### config.mk
export PLATFORM = sky130hd
export DESIGN_NAME = strap_defaults
export DESIGN_NICKNAME = d
export VERILOG_FILES = /design/src/core/strap_cfg_pkg.sv /design/src/core/strap_defaults.sv /design/src/core/flow_resolve.sv
export SDC_FILE = /design/constraint.sdc
export NUM_CORES = 1
export LEC_CHECK = 0
export BUFFER_PORTS_ARGS = -buffer_cell sky130_fd_sc_hd__buf_2
export CORE_MARGIN = 1.5
export CORE_UTILIZATION = 25
export CTS_CLUSTER_SIZE = 40
export DETAILED_ROUTE_END_ITERATION = 10
export SLEW_MARGIN = 20
export SYNTH_ARGS = -nofsm -noshare
export SYNTH_HDL_FRONTEND = slang
export SYNTH_SLANG_ARGS = --single-unit
### constraint.sdc
create_clock -name aclk -period 2.8 [get_ports aclk]
set_input_delay 0.28 -clock aclk [delete_from_list [all_inputs] [get_ports aclk]]
set_output_delay 0.28 -clock aclk [all_outputs]
set_load 0.005 [all_outputs]
### src/core/strap_cfg_pkg.sv
// Purpose: Constants and types for the strap default loader
// Assumes: 32-bit AXI4-Lite register access, word aligned
// Notes:   Offsets are byte addresses
package strap_cfg_pkg;

  // ----------------------------------------------------------------------
  // Register offsets
  // ----------------------------------------------------------------------
  localparam logic [7:0] P2_BASIC_OFS    = 8'h00;
  localparam logic [7:0] P2_ADVERT_OFS   = 8'h04;
  localparam logic [7:0] P2_MODES_OFS    = 8'h08;
  localparam logic [7:0] P2_FLOW_OFS     = 8'h0C;
  localparam logic [7:0] HOST_FLOW_OFS   = 8'h10;
  localparam logic [7:0] VPHY_SPEC_OFS   = 8'h14;
  localparam logic [7:0] STATUS_OFS      = 8'h18;

  // ----------------------------------------------------------------------
  // Field positions
  // ----------------------------------------------------------------------
  localparam int DUPLEX_BIT       = 8;
  localparam int ADV_10FD_BIT     = 6;
  localparam int ADV_PAUSE_BIT    = 10;
  localparam int FLOW_BP_BIT      = 0;
  localparam int FLOW_RX_BIT      = 1;
  localparam int FLOW_TX_BIT      = 2;
  localparam int FLOW_MANUAL_BIT  = 3;
  localparam int HEARTBEAT_BIT    = 0;
  localparam int MODE_LSB         = 5;

  // ----------------------------------------------------------------------
  // Reset values and counts
  // ----------------------------------------------------------------------
  localparam logic [31:0] ADVERT_BASE_RST = 32'h0000_0001;
  localparam logic [2:0]  MODE_FD_VAL     = 3'h7;
  localparam logic [2:0]  MODE_HD_VAL     = 3'h6;
  localparam logic [1:0]  AXI_OKAY        = 2'h0;
  localparam logic [1:0]  AXI_SLVERR      = 2'h2;
  localparam logic [3:0]  CAPTURE_CYCLES  = 4'h4;

  typedef struct packed {
    logic p2_duplex;
    logic p2_backpressure;
    logic p2_pause_enable;
    logic p2_manual_pause;
    logic host_backpressure;
    logic host_pause_enable;
    logic host_manual_pause;
    logic heartbeat_disable;
  } strap_t;

  typedef struct packed {
    logic backpressure;
    logic tx_pause;
    logic rx_pause;
  } flow_t;

endpackage : strap_cfg_pkg

### src/core/strap_defaults.sv
// Purpose: Strap-driven reset defaults for port flow control registers
// Assumes: Straps stable while reset is held and shortly after
// Notes:   Software writes override loaded values until next reset
//
// Overview of operation
// - Port 2 duplex bit defaults from duplex strap, high is full
// - Duplex strap also sets 10BASE-T full advert bit 6 and mode field
// - Port 2 backpressure enable defaults from its strap
// - Port 2 pause strap sets both tx and rx pause enables
// - Port 2 tx and rx enables apply only under manual select
// - Manual strap low: autoneg decides, symmetric pause bit 10 set
// - Manual strap high: enable bits decide, pause bit 10 cleared
// - Host port backpressure enable defaults from its strap
// - Host pause strap sets host tx and rx pause enables
// - Host manual strap sets host manual select default
// - Heartbeat strap sets heartbeat-off bit 0 default
//
// Local design decisions: the register addresses and the AXI4-Lite register port.
`timescale 1ns/1ps
module strap_defaults
  import strap_cfg_pkg::*;
(
  input  wire logic        aclk,
  input  wire logic        aresetn,
  input  wire logic        clk_en,
  input  wire logic        p2_duplex_pin,
  input  wire logic        p2_backpressure_pin,
  input  wire logic        p2_pause_enable_pin,
  input  wire logic        p2_manual_pause_pin,
  input  wire logic        host_backpressure_pin,
  input  wire logic        host_pause_enable_pin,
  input  wire logic        host_manual_pause_pin,
  input  wire logic        heartbeat_disable_pin,
  input  wire logic        p2_autoneg_on,
  input  wire logic        p2_an_tx_pause,
  input  wire logic        p2_an_rx_pause,
  input  wire logic        host_autoneg_on,
  input  wire logic        host_an_tx_pause,
  input  wire logic        host_an_rx_pause,
  input  wire logic [7:0]  s_axi_awaddr,
  input  wire logic        s_axi_awvalid,
  output logic             s_axi_awready,
  input  wire logic [31:0] s_axi_wdata,
  input  wire logic [3:0]  s_axi_wstrb,
  input  wire logic        s_axi_wvalid,
  output logic             s_axi_wready,
  output logic [1:0]       s_axi_bresp,
  output logic             s_axi_bvalid,
  input  wire logic        s_axi_bready,
  input  wire logic [7:0]  s_axi_araddr,
  input  wire logic        s_axi_arvalid,
  output logic             s_axi_arready,
  output logic [31:0]      s_axi_rdata,
  output logic [1:0]       s_axi_rresp,
  output logic             s_axi_rvalid,
  input  wire logic        s_axi_rready,
  output flow_t            p2_flow,
  output flow_t            host_flow,
  output logic             p2_full_duplex,
  output logic             heartbeat_test_off,
  output logic             load_done
);

  // ----------------------------------------------------------------------
  // State
  // ----------------------------------------------------------------------
  typedef enum logic [1:0] {
    LD_WAIT = 2'b00,
    LD_LOAD = 2'b01,
    LD_DONE = 2'b10
  } load_state_t;

  load_state_t  load_st_r;
  logic [3:0]   cap_cnt_r;
  strap_t       straps;
  logic         p2_duplex_r;
  logic [31:0]  p2_advertise_r;
  logic [2:0]   p2_mode_r;
  logic         p2_backpressure_enable;
  logic         p2_tx_pause_enable;
  logic         p2_rx_pause_enable;
  logic         p2_manual_pause_select;
  logic         host_backpressure_enable;
  logic         host_tx_pause_enable;
  logic         host_rx_pause_enable;
  logic         host_manual_pause_select;
  logic         heartbeat_off_r;
  logic         aw_hold_r;
  logic         w_hold_r;
  logic [7:0]   awaddr_r;
  logic [31:0]  wdata_r;
  logic [3:0]   wstrb_r;
  logic         wr_fire;
  logic         wr_hit;
  logic         loading;

  function automatic logic [31:0] merge(input logic [31:0] old_v,
                                        input logic [31:0] new_v,
                                        input logic [3:0]  strb);
    logic [31:0] res;
    res = old_v;
    for (int i = 0; i < 4; i++) begin
      if (strb[i]) begin
        res[8*i +: 8] = new_v[8*i +: 8];
      end
    end
    return res;
  endfunction : merge

  function automatic logic mapped(input logic [7:0] a);
    return (a == P2_BASIC_OFS) || (a == P2_ADVERT_OFS) ||
           (a == P2_MODES_OFS) || (a == P2_FLOW_OFS) ||
           (a == HOST_FLOW_OFS) || (a == VPHY_SPEC_OFS) ||
           (a == STATUS_OFS);
  endfunction : mapped

  assign straps = '{p2_duplex_pin, p2_backpressure_pin, p2_pause_enable_pin,
                    p2_manual_pause_pin, host_backpressure_pin,
                    host_pause_enable_pin, host_manual_pause_pin,
                    heartbeat_disable_pin};

  // ----------------------------------------------------------------------
  // Strap capture sequence
  // ----------------------------------------------------------------------
  always_ff @(posedge aclk) begin
    if (!aresetn) begin
      load_st_r <= LD_WAIT;
      cap_cnt_r <= 4'h0;
    end else if (clk_en) begin
      case (load_st_r)
        LD_WAIT: begin
          if (cap_cnt_r == CAPTURE_CYCLES - 4'h1) begin
            load_st_r <= LD_LOAD;
          end else begin
            cap_cnt_r <= cap_cnt_r + 4'h1;
          end
        end
        LD_LOAD: load_st_r <= LD_DONE;
        LD_DONE: load_st_r <= LD_DONE;
        default: load_st_r <= LD_WAIT;
      endcase
    end
  end

  assign loading   = (load_st_r == LD_LOAD);
  assign load_done = (load_st_r == LD_DONE);

  // ----------------------------------------------------------------------
  // AXI4-Lite write channel
  // ----------------------------------------------------------------------
  assign s_axi_awready = load_done && !aw_hold_r && !s_axi_bvalid && clk_en;
  assign s_axi_wready  = load_done && !w_hold_r && !s_axi_bvalid && clk_en;
  assign wr_fire       = aw_hold_r && w_hold_r && !s_axi_bvalid;
  assign wr_hit        = wr_fire && mapped(awaddr_r);

  always_ff @(posedge aclk) begin
    if (!aresetn) begin
      aw_hold_r    <= 1'b0;
      w_hold_r     <= 1'b0;
      awaddr_r     <= 8'h00;
      wdata_r      <= 32'h0000_0000;
      wstrb_r      <= 4'h0;
      s_axi_bvalid <= 1'b0;
      s_axi_bresp  <= AXI_OKAY;
    end else if (clk_en) begin
      if (s_axi_awvalid && s_axi_awready) begin
        aw_hold_r <= 1'b1;
        awaddr_r  <= s_axi_awaddr;
      end
      if (s_axi_wvalid && s_axi_wready) begin
        w_hold_r <= 1'b1;
        wdata_r  <= s_axi_wdata;
        wstrb_r  <= s_axi_wstrb;
      end
      if (wr_fire) begin
        aw_hold_r    <= 1'b0;
        w_hold_r     <= 1'b0;
        s_axi_bvalid <= 1'b1;
        s_axi_bresp  <= mapped(awaddr_r) ? AXI_OKAY : AXI_SLVERR;
      end else if (s_axi_bvalid && s_axi_bready) begin
        s_axi_bvalid <= 1'b0;
      end
    end
  end

  // ----------------------------------------------------------------------
  // Configuration registers: strap load, then software
  // ----------------------------------------------------------------------
  always_ff @(posedge aclk) begin
    if (!aresetn) begin
      p2_duplex_r    <= 1'b0;
      p2_advertise_r <= ADVERT_BASE_RST;
      p2_mode_r      <= 3'h0;
    end else if (clk_en) begin
      if (loading) begin
        p2_duplex_r <= straps.p2_duplex;
        p2_advertise_r <= ADVERT_BASE_RST;
        p2_advertise_r[ADV_10FD_BIT] <= straps.p2_duplex;
        p2_advertise_r[ADV_PAUSE_BIT] <= !straps.p2_manual_pause;
        p2_mode_r <= straps.p2_duplex ? MODE_FD_VAL : MODE_HD_VAL;
      end else if (wr_hit) begin
        if (awaddr_r == P2_BASIC_OFS && wstrb_r[1]) begin
          p2_duplex_r <= wdata_r[DUPLEX_BIT];
        end
        if (awaddr_r == P2_ADVERT_OFS) begin
          p2_advertise_r <= merge(p2_advertise_r, wdata_r, wstrb_r);
        end
        if (awaddr_r == P2_MODES_OFS && wstrb_r[0]) begin
          p2_mode_r <= wdata_r[MODE_LSB +: 3];
        end
      end
    end
  end

  always_ff @(posedge aclk) begin
    if (!aresetn) begin
      p2_backpressure_enable   <= 1'b0;
      p2_tx_pause_enable       <= 1'b0;
      p2_rx_pause_enable       <= 1'b0;
      p2_manual_pause_select   <= 1'b0;
      host_backpressure_enable <= 1'b0;
      host_tx_pause_enable     <= 1'b0;
      host_rx_pause_enable     <= 1'b0;
      host_manual_pause_select <= 1'b0;
      heartbeat_off_r          <= 1'b0;
    end else if (clk_en) begin
      if (loading) begin
        p2_backpressure_enable   <= straps.p2_backpressure;
        p2_tx_pause_enable       <= straps.p2_pause_enable;
        p2_rx_pause_enable       <= straps.p2_pause_enable;
        p2_manual_pause_select   <= straps.p2_manual_pause;
        host_backpressure_enable <= straps.host_backpressure;
        host_tx_pause_enable     <= straps.host_pause_enable;
        host_rx_pause_enable     <= straps.host_pause_enable;
        host_manual_pause_select <= straps.host_manual_pause;
        heartbeat_off_r          <= straps.heartbeat_disable;
      end else if (wr_hit && wstrb_r[0]) begin
        if (awaddr_r == P2_FLOW_OFS) begin
          p2_backpressure_enable <= wdata_r[FLOW_BP_BIT];
          p2_rx_pause_enable     <= wdata_r[FLOW_RX_BIT];
          p2_tx_pause_enable     <= wdata_r[FLOW_TX_BIT];
          p2_manual_pause_select <= wdata_r[FLOW_MANUAL_BIT];
        end
        if (awaddr_r == HOST_FLOW_OFS) begin
          host_backpressure_enable <= wdata_r[FLOW_BP_BIT];
          host_rx_pause_enable     <= wdata_r[FLOW_RX_BIT];
          host_tx_pause_enable     <= wdata_r[FLOW_TX_BIT];
          host_manual_pause_select <= wdata_r[FLOW_MANUAL_BIT];
        end
        if (awaddr_r == VPHY_SPEC_OFS) begin
          heartbeat_off_r <= wdata_r[HEARTBEAT_BIT];
        end
      end
    end
  end

  // ----------------------------------------------------------------------
  // AXI4-Lite read channel
  // ----------------------------------------------------------------------
  assign s_axi_arready = load_done && !s_axi_rvalid && clk_en;

  always_ff @(posedge aclk) begin
    if (!aresetn) begin
      s_axi_rvalid <= 1'b0;
      s_axi_rdata  <= 32'h0000_0000;
      s_axi_rresp  <= AXI_OKAY;
    end else if (clk_en) begin
      if (s_axi_arvalid && s_axi_arready) begin
        s_axi_rvalid <= 1'b1;
        s_axi_rresp  <= mapped(s_axi_araddr) ? AXI_OKAY : AXI_SLVERR;
        s_axi_rdata  <= 32'h0000_0000;
        case (s_axi_araddr)
          P2_BASIC_OFS:  s_axi_rdata[DUPLEX_BIT] <= p2_duplex_r;
          P2_ADVERT_OFS: s_axi_rdata <= p2_advertise_r;
          P2_MODES_OFS:  s_axi_rdata[MODE_LSB +: 3] <= p2_mode_r;
          P2_FLOW_OFS:   s_axi_rdata[3:0] <= {p2_manual_pause_select,
                           p2_tx_pause_enable, p2_rx_pause_enable,
                           p2_backpressure_enable};
          HOST_FLOW_OFS: s_axi_rdata[3:0] <= {host_manual_pause_select,
                           host_tx_pause_enable, host_rx_pause_enable,
                           host_backpressure_enable};
          VPHY_SPEC_OFS: s_axi_rdata[HEARTBEAT_BIT] <= heartbeat_off_r;
          STATUS_OFS:    s_axi_rdata[5:0] <= {p2_flow, host_flow};
          default:       s_axi_rdata <= 32'h0000_0000;
        endcase
      end else if (s_axi_rvalid && s_axi_rready) begin
        s_axi_rvalid <= 1'b0;
      end
    end
  end

  // ----------------------------------------------------------------------
  // Effective flow control
  // ----------------------------------------------------------------------
  flow_resolve u_p2_resolve (
    .manual_select (p2_manual_pause_select),
    .tx_enable     (p2_tx_pause_enable),
    .rx_enable     (p2_rx_pause_enable),
    .backpressure  (p2_backpressure_enable),
    .autoneg_on    (p2_autoneg_on),
    .an_tx_pause   (p2_an_tx_pause),
    .an_rx_pause   (p2_an_rx_pause),
    .flow          (p2_flow)
  );

  flow_resolve u_host_resolve (
    .manual_select (host_manual_pause_select),
    .tx_enable     (host_tx_pause_enable),
    .rx_enable     (host_rx_pause_enable),
    .backpressure  (host_backpressure_enable),
    .autoneg_on    (host_autoneg_on),
    .an_tx_pause   (host_an_tx_pause),
    .an_rx_pause   (host_an_rx_pause),
    .flow          (host_flow)
  );

  assign p2_full_duplex     = p2_duplex_r;
  assign heartbeat_test_off = heartbeat_off_r;

endmodule : strap_defaults

### src/core/flow_resolve.sv
// Purpose: Resolves effective pause enables for one port
// Assumes: Autoneg result supplied by the PHY side
// Notes:   Manual select picks register bits over negotiation
`timescale 1ns/1ps
module flow_resolve
  import strap_cfg_pkg::*;
(
  input  wire logic  manual_select,
  input  wire logic  tx_enable,
  input  wire logic  rx_enable,
  input  wire logic  backpressure,
  input  wire logic  autoneg_on,
  input  wire logic  an_tx_pause,
  input  wire logic  an_rx_pause,
  output flow_t      flow
);

  // ----------------------------------------------------------------------
  // Selection
  // ----------------------------------------------------------------------
  always_comb begin
    flow.backpressure = backpressure;
    if (manual_select) begin
      flow.tx_pause = tx_enable;
      flow.rx_pause = rx_enable;
    end else begin
      flow.tx_pause = autoneg_on & an_tx_pause;
      flow.rx_pause = autoneg_on & an_rx_pause;
    end
  end

endmodule : flow_resolve

# ---- Yosys cells after proc, flatten, opt, wreduce, memory -nomap -nowiden
# Index checks and enable logic that the tools add are counted.
dict set report word_totals {
  reg_bits 135
  input_bits 74
  output_inout_bits 50
  word_cells 186
}
dict set report op_classes {
  addsub 1
  eq_ne 16
  muxes 62
  n_bitwise 5
  n_reduce_logical 75
}
# cell count
set ops {}
lappend ops {{2-to-1 mux 32 bit} 3}
lappend ops {{== test 8 x 5 -> 1 bit (second input constant)} 6}
lappend ops {{2-to-1 mux 1 bit} 39}
lappend ops {{== test 8 x 4 -> 1 bit (second input constant)} 4}
lappend ops {{2-to-1 mux 8 bit} 4}
lappend ops {{nonzero test 2 bit} 16}
lappend ops {{2-to-1 mux 23 bit} 1}
lappend ops {{logical AND 1 bit} 19}
lappend ops {{AND reduction 2 bit} 9}
lappend ops {{AND reduction 3 bit} 6}
lappend ops {{== test 8 x 3 -> 1 bit (second input constant)} 2}
lappend ops {{logical NOT 8 bit} 2}
lappend ops {{AND reduction 4 bit} 4}
lappend ops {{logical OR 1 bit} 12}
lappend ops {{case mux 3 bit (4 select lines)} 1}
lappend ops {{2-to-1 mux 2 bit} 5}
lappend ops {{2-to-1 mux 3 bit} 3}
lappend ops {{case mux 2 bit (2 select lines)} 2}
lappend ops {{logical NOT 1 bit} 5}
lappend ops {{case mux 1 bit (5 select lines)} 1}
lappend ops {{adder 4 x 1 -> 4 bit (second input constant)} 1}
lappend ops {{AND 1 bit} 4}
lappend ops {{== test 4 x 2 -> 1 bit (second input constant)} 1}
lappend ops {{case mux 1 bit (2 select lines)} 2}
lappend ops {{other kinds (7)} 7}

# ---- Logic depth before layout (Yosys ltp)
dict set report depth {
  ltp_word 11
  depth_mapped 9
}

# ---- Modules after synthesis
# Synthesis repeated with hierarchy kept, for this count alone.
dict set report hier_totals {
  hier_cells 608
  hier_area_um2 5462.7
}
# mod instances cells_per_inst area_per_inst_um2 seq_area_each_um2
set by_module_without_submodules {}
lappend by_module_without_submodules {strap_defaults 1 594 5397.7 2662.6}
lappend by_module_without_submodules {flow_resolve 2 7 32.5 0.0}

# ---- Least setup slack after synthesis
# Ideal clock, no wire load.
dict set report synth_path {
  path_kind {flip-flop to flip-flop}
  start {register awaddr_r[5]}
  end {register p2_advertise_r[16]}
  setup_ns 0.060
  t_arrival_ns 2.138
  setup_slack_ns 0.602
  stages_incl_launch_ff 7
  path_cell_list {dfxtp_1 or3_1 buf_2 or4_4 or3_4 nor3b_4 a22o_1}
}
dict set report synth_between {
  elab_chain_cells 10
  elab_cells_between_ends 17
}
# item line_no
set synth_rtl {}
lappend synth_rtl {{start, declared} strap_defaults.sv:90} ;# logic [7:0] awaddr_r;
lappend synth_rtl {{start signal, assigned} strap_defaults.sv:168} ;# awaddr_r <= s_axi_awaddr;
lappend synth_rtl {{== test 8 x 3 -> 1 bit or logical NOT 8 bit (tied branches)} {strap_defaults.sv:111, strap_defaults.sv:205}}
lappend synth_rtl {{logical OR 1 bit (2 in a row)} strap_defaults.sv:111} ;# return (a == P2_BASIC_OFS) || (a == P2_ADVERT_OFS) ||
lappend synth_rtl {{logical OR 1 bit (2 in a row)} strap_defaults.sv:112} ;# (a == P2_MODES_OFS) || (a == P2_FLOW_OFS) ||
lappend synth_rtl {{logical OR 1 bit (2 in a row)} strap_defaults.sv:113} ;# (a == HOST_FLOW_OFS) || (a == VPHY_SPEC_OFS) ||
lappend synth_rtl {{logical AND 1 bit} strap_defaults.sv:154} ;# assign wr_hit = wr_fire && mapped(awaddr_r);
lappend synth_rtl {{nonzero test 2 bit (no line)} n/a}
lappend synth_rtl {{AND reduction 4 bit (no line) *} n/a}
lappend synth_rtl {{end signal, assigned by index} strap_defaults.sv:198} ;# p2_advertise_r[ADV_10FD_BIT] <= straps.p2_duplex;
lappend synth_rtl {{end signal, assigned by index} strap_defaults.sv:199} ;# p2_advertise_r[ADV_PAUSE_BIT] <= !straps.p2_manual_pause;
lappend synth_rtl {{end signal, assigned} strap_defaults.sv:206} ;# p2_advertise_r <= merge(p2_advertise_r, wdata_r, wstrb_r);
lappend synth_rtl {{end, declared} strap_defaults.sv:77} ;# logic [31:0] p2_advertise_r;
# Every way passes the cells marked *; elsewhere a longest branch is shown, timed or not.
# A chain may end at the register's enable or synchronous reset.

# ---- Final worst setup path
dict set report layout_path {
  start {register awaddr_r[5]}
  end {register p2_advertise_r[21]}
}
# Same word-level chain as after synthesis.

==> out/metrics.cfg <==
[sta]
setup_tns_ns=0
period_minus_slack_ns=2.35
finalHoldViolations=0
fin_crit_sh=0.840
setup_viol=0
rsz0062_at_grt=no
fmax_ghz=0.425
worstMarginPinSlew_ns=0.699
relSlewSlack=0.528
finalClockSkew_ns=0.00737
maxSlewViolCount=0

[final_layout]
fin_nets=786
n_antenna_cell=0
drive_gt1_frac=0.238
area_growth_pct=27.9
fin_cells=987
fin_util=0.327
fill_cells=2141

[clock_network]
cts_sinks=133
cts.repair.resized=0
htree_levels=4
root_buffer=clkbuf_16
cts_setup_buffers=0
cts.path.max_buffers=2
cts_hold_buf=0
clkTransAtPathRegs_ns=0.05
cts_buffers=17
clk_latency_ns=0.41
cts_tree=done

[synthesis]
yosysWarnings=0
synth_top_area_cell=dfxtp_1
ys_async_sr_fraction=0
synth_commonest_cells=133 x dfxtp_1, 121 x nand2_1, 56 x a21oi_1, 53 x nor2_1, 33 x clkbuf_1
synth-edff-count=0
ys_seq_elements=133
synth_area_leaders=dfxtp_1 51%, nand2_1 8.7%, a21oi_1 5.4%, a22o_1 4.7%, a22oi_1 3.9%
ys.flop_type=dfxtp_1
syn_area_um2=5210
syn_area_per_cell_um2=8.79
synth.distinct_cells=53
syn_inst=593
yosysMostFrequentCell=dfxtp_1
yosysTopAreaCellShare=0.511
seq_area_frac_synth=0.511

[placement]
place_congestion=0.803
buffer_ports.inserted=121
place_inst=959
hpwlAfterDp_um=10800

[power_and_ir_drop]
peakVddDrop_mv=0.396
p_leak_nw=2.58
pwr_density_cell_nw_per_um2=626

[run_status]
status=complete, no violations

[routing]
avgRoutedWirePerCell_um=14.7
drc=0
via_per_inst=4.58
drt_iter0_drc=235
drt_pass1_iterations=4
wl_um=14500
vias=4517
ant_nets=0

[global_routing]
grt.total_usage=0.136
antenna_found_initial=2
grt_start_max_net_pins=78
grt_pass1_wl_um=22900
gr-total-overflow=0
grt_pass1_vias=4333

[setup_path]
reg2reg_from=awaddr_r[5]
cp-start-kind=flip-flop
crit_start=awaddr_r[5]
cp.required_ns=3.15
cp.arrival_ns=2.70
critical_path_class=reg -> reg
cp_max_fo=8
critPathCaptureType=flip-flop

[floorplan]
die_h_um=147
die-area_um2=21700
ios=124
core_um2=20400
rows=52
initial_core_util=0.256
die_w_um=147

[job]
maxCapViolations=0

[worst_hold_path]
hold_path_startpoint=s_axi_wstrb[2]
hold_class=in -> reg

==> layer usage <==
| layer | track usage | share of wire |
|---|---|---|
| met5 | 0 | 0.0017 |
| met4 | 0.0450 | 0.011 |
| met3 | 0.0432 | 0.049 |
| met2 | 0.218 | 0.47 |
| met1 | 0.173 | 0.47 |
==> cells by family after synthesis <==
family,Yosys count,share of synthesized area
flops,133,0.511
mux,9,0.0178
simple gates,228,0.199
xor+xnor,3,0.00504
compound gates,163,0.216
fa+ha+maj,4,0.00961
buf+inv,52,0.0411
other cells,1,0.000720
==> cell usage in the layout, fill, tap and decap left out, drive strengths merged, types with 3 or more instances in the layout <==
cell | Yosys | final
a21oi | 56 | 56
a22o | 28 | 28
a22oi | 27 | 27
a311oi | 11 | 11
a31oi | 4 | 4
and2 | 3 | 3
and3 | 5 | 5
buf | 7 | 135
clkbuf | 33 | 24
clkinv | 1 | 3
dfxtp | 133 | 133
ha | 4 | 4
inv | 11 | 11
mux2i | 7 | 7
nand2 | 121 | 121
nand2b | 4 | 4
nand3 | 14 | 14
nor2 | 53 | 53
nor2b | 4 | 4
nor3 | 4 | 4
nor3b | 4 | 4
nor4 | 3 | 3
o211ai | 5 | 5
o21ai | 14 | 14
o2bb2ai | 3 | 3
or3 | 3 | 3
==> registers in the layout, summed over array words and instances, names as in the netlist, 2 cells and up <==
name	cells
p2_advertise_r	32
s_axi_rdata	32
wdata_r	32
awaddr_r	8
cap_cnt_r	4
wstrb_r	4
p2_mode_r	3
load_st_r	2
==> cell type report <==
class / instances / area, µm² / area share
sequential: 133 / 2660 / 0.400
clock buffer: 24 / 482 / 0.0723
multi-input combinational: 409 / 2340 / 0.351
timing repair buffer: 135 / 723 / 0.109
clock inverter: 4 / 73.8 / 0.0111
tap: 270 / 338 / 0.0507
inverter: 12 / 45.0 / 0.00676
==> path summary, 6_finish.rpt <==
kind                         to  cells after the start  slack, ns
max          p2_advertise_r[21]                      5       0.45
min                  wstrb_r[2]                      3       0.11
max reg2reg  p2_advertise_r[21]                      5       0.45
min reg2reg         awaddr_r[5]                      2       0.45
==> where the power goes <==
part / internal (mW) / switching (mW) / leakage [nW]
clock network: 1.36 / 0.743 / 0.272
registers: 1.90 / 0.00555 / 1.07
logic: 0.0641 / 0.0927 / 1.24
==> worst max-delay path, cell delays in order (launching register included) <==
cell and delay (ns):
dfxtp_1 0.30, or3_1 0.46, or4_4 0.49, or3_4 0.45, nor3b_4 0.41, a22o_1 0.18
==> metrics by stage <==
step / cell area, µm² / setup WS (ns) / hold WS [ns] / total power [mW]
5_1_grt: 6660 / 0.286 / 0.0995 / 4.31
2_1_floorplan: 5210 / 0.602 / 0.416 / 2.02
3_3_place_gp: 6110 / 0.468 / 0.442 / 2.11
3_5_place_dp: 6110 / 0.444 / 0.447 / 2.11
4_1_cts: 6660 / 0.442 / 0.0846 / 4.21
6_report: 6660 / 0.448 / 0.108 / 4.17
Power figures use the tool's default switching activity.
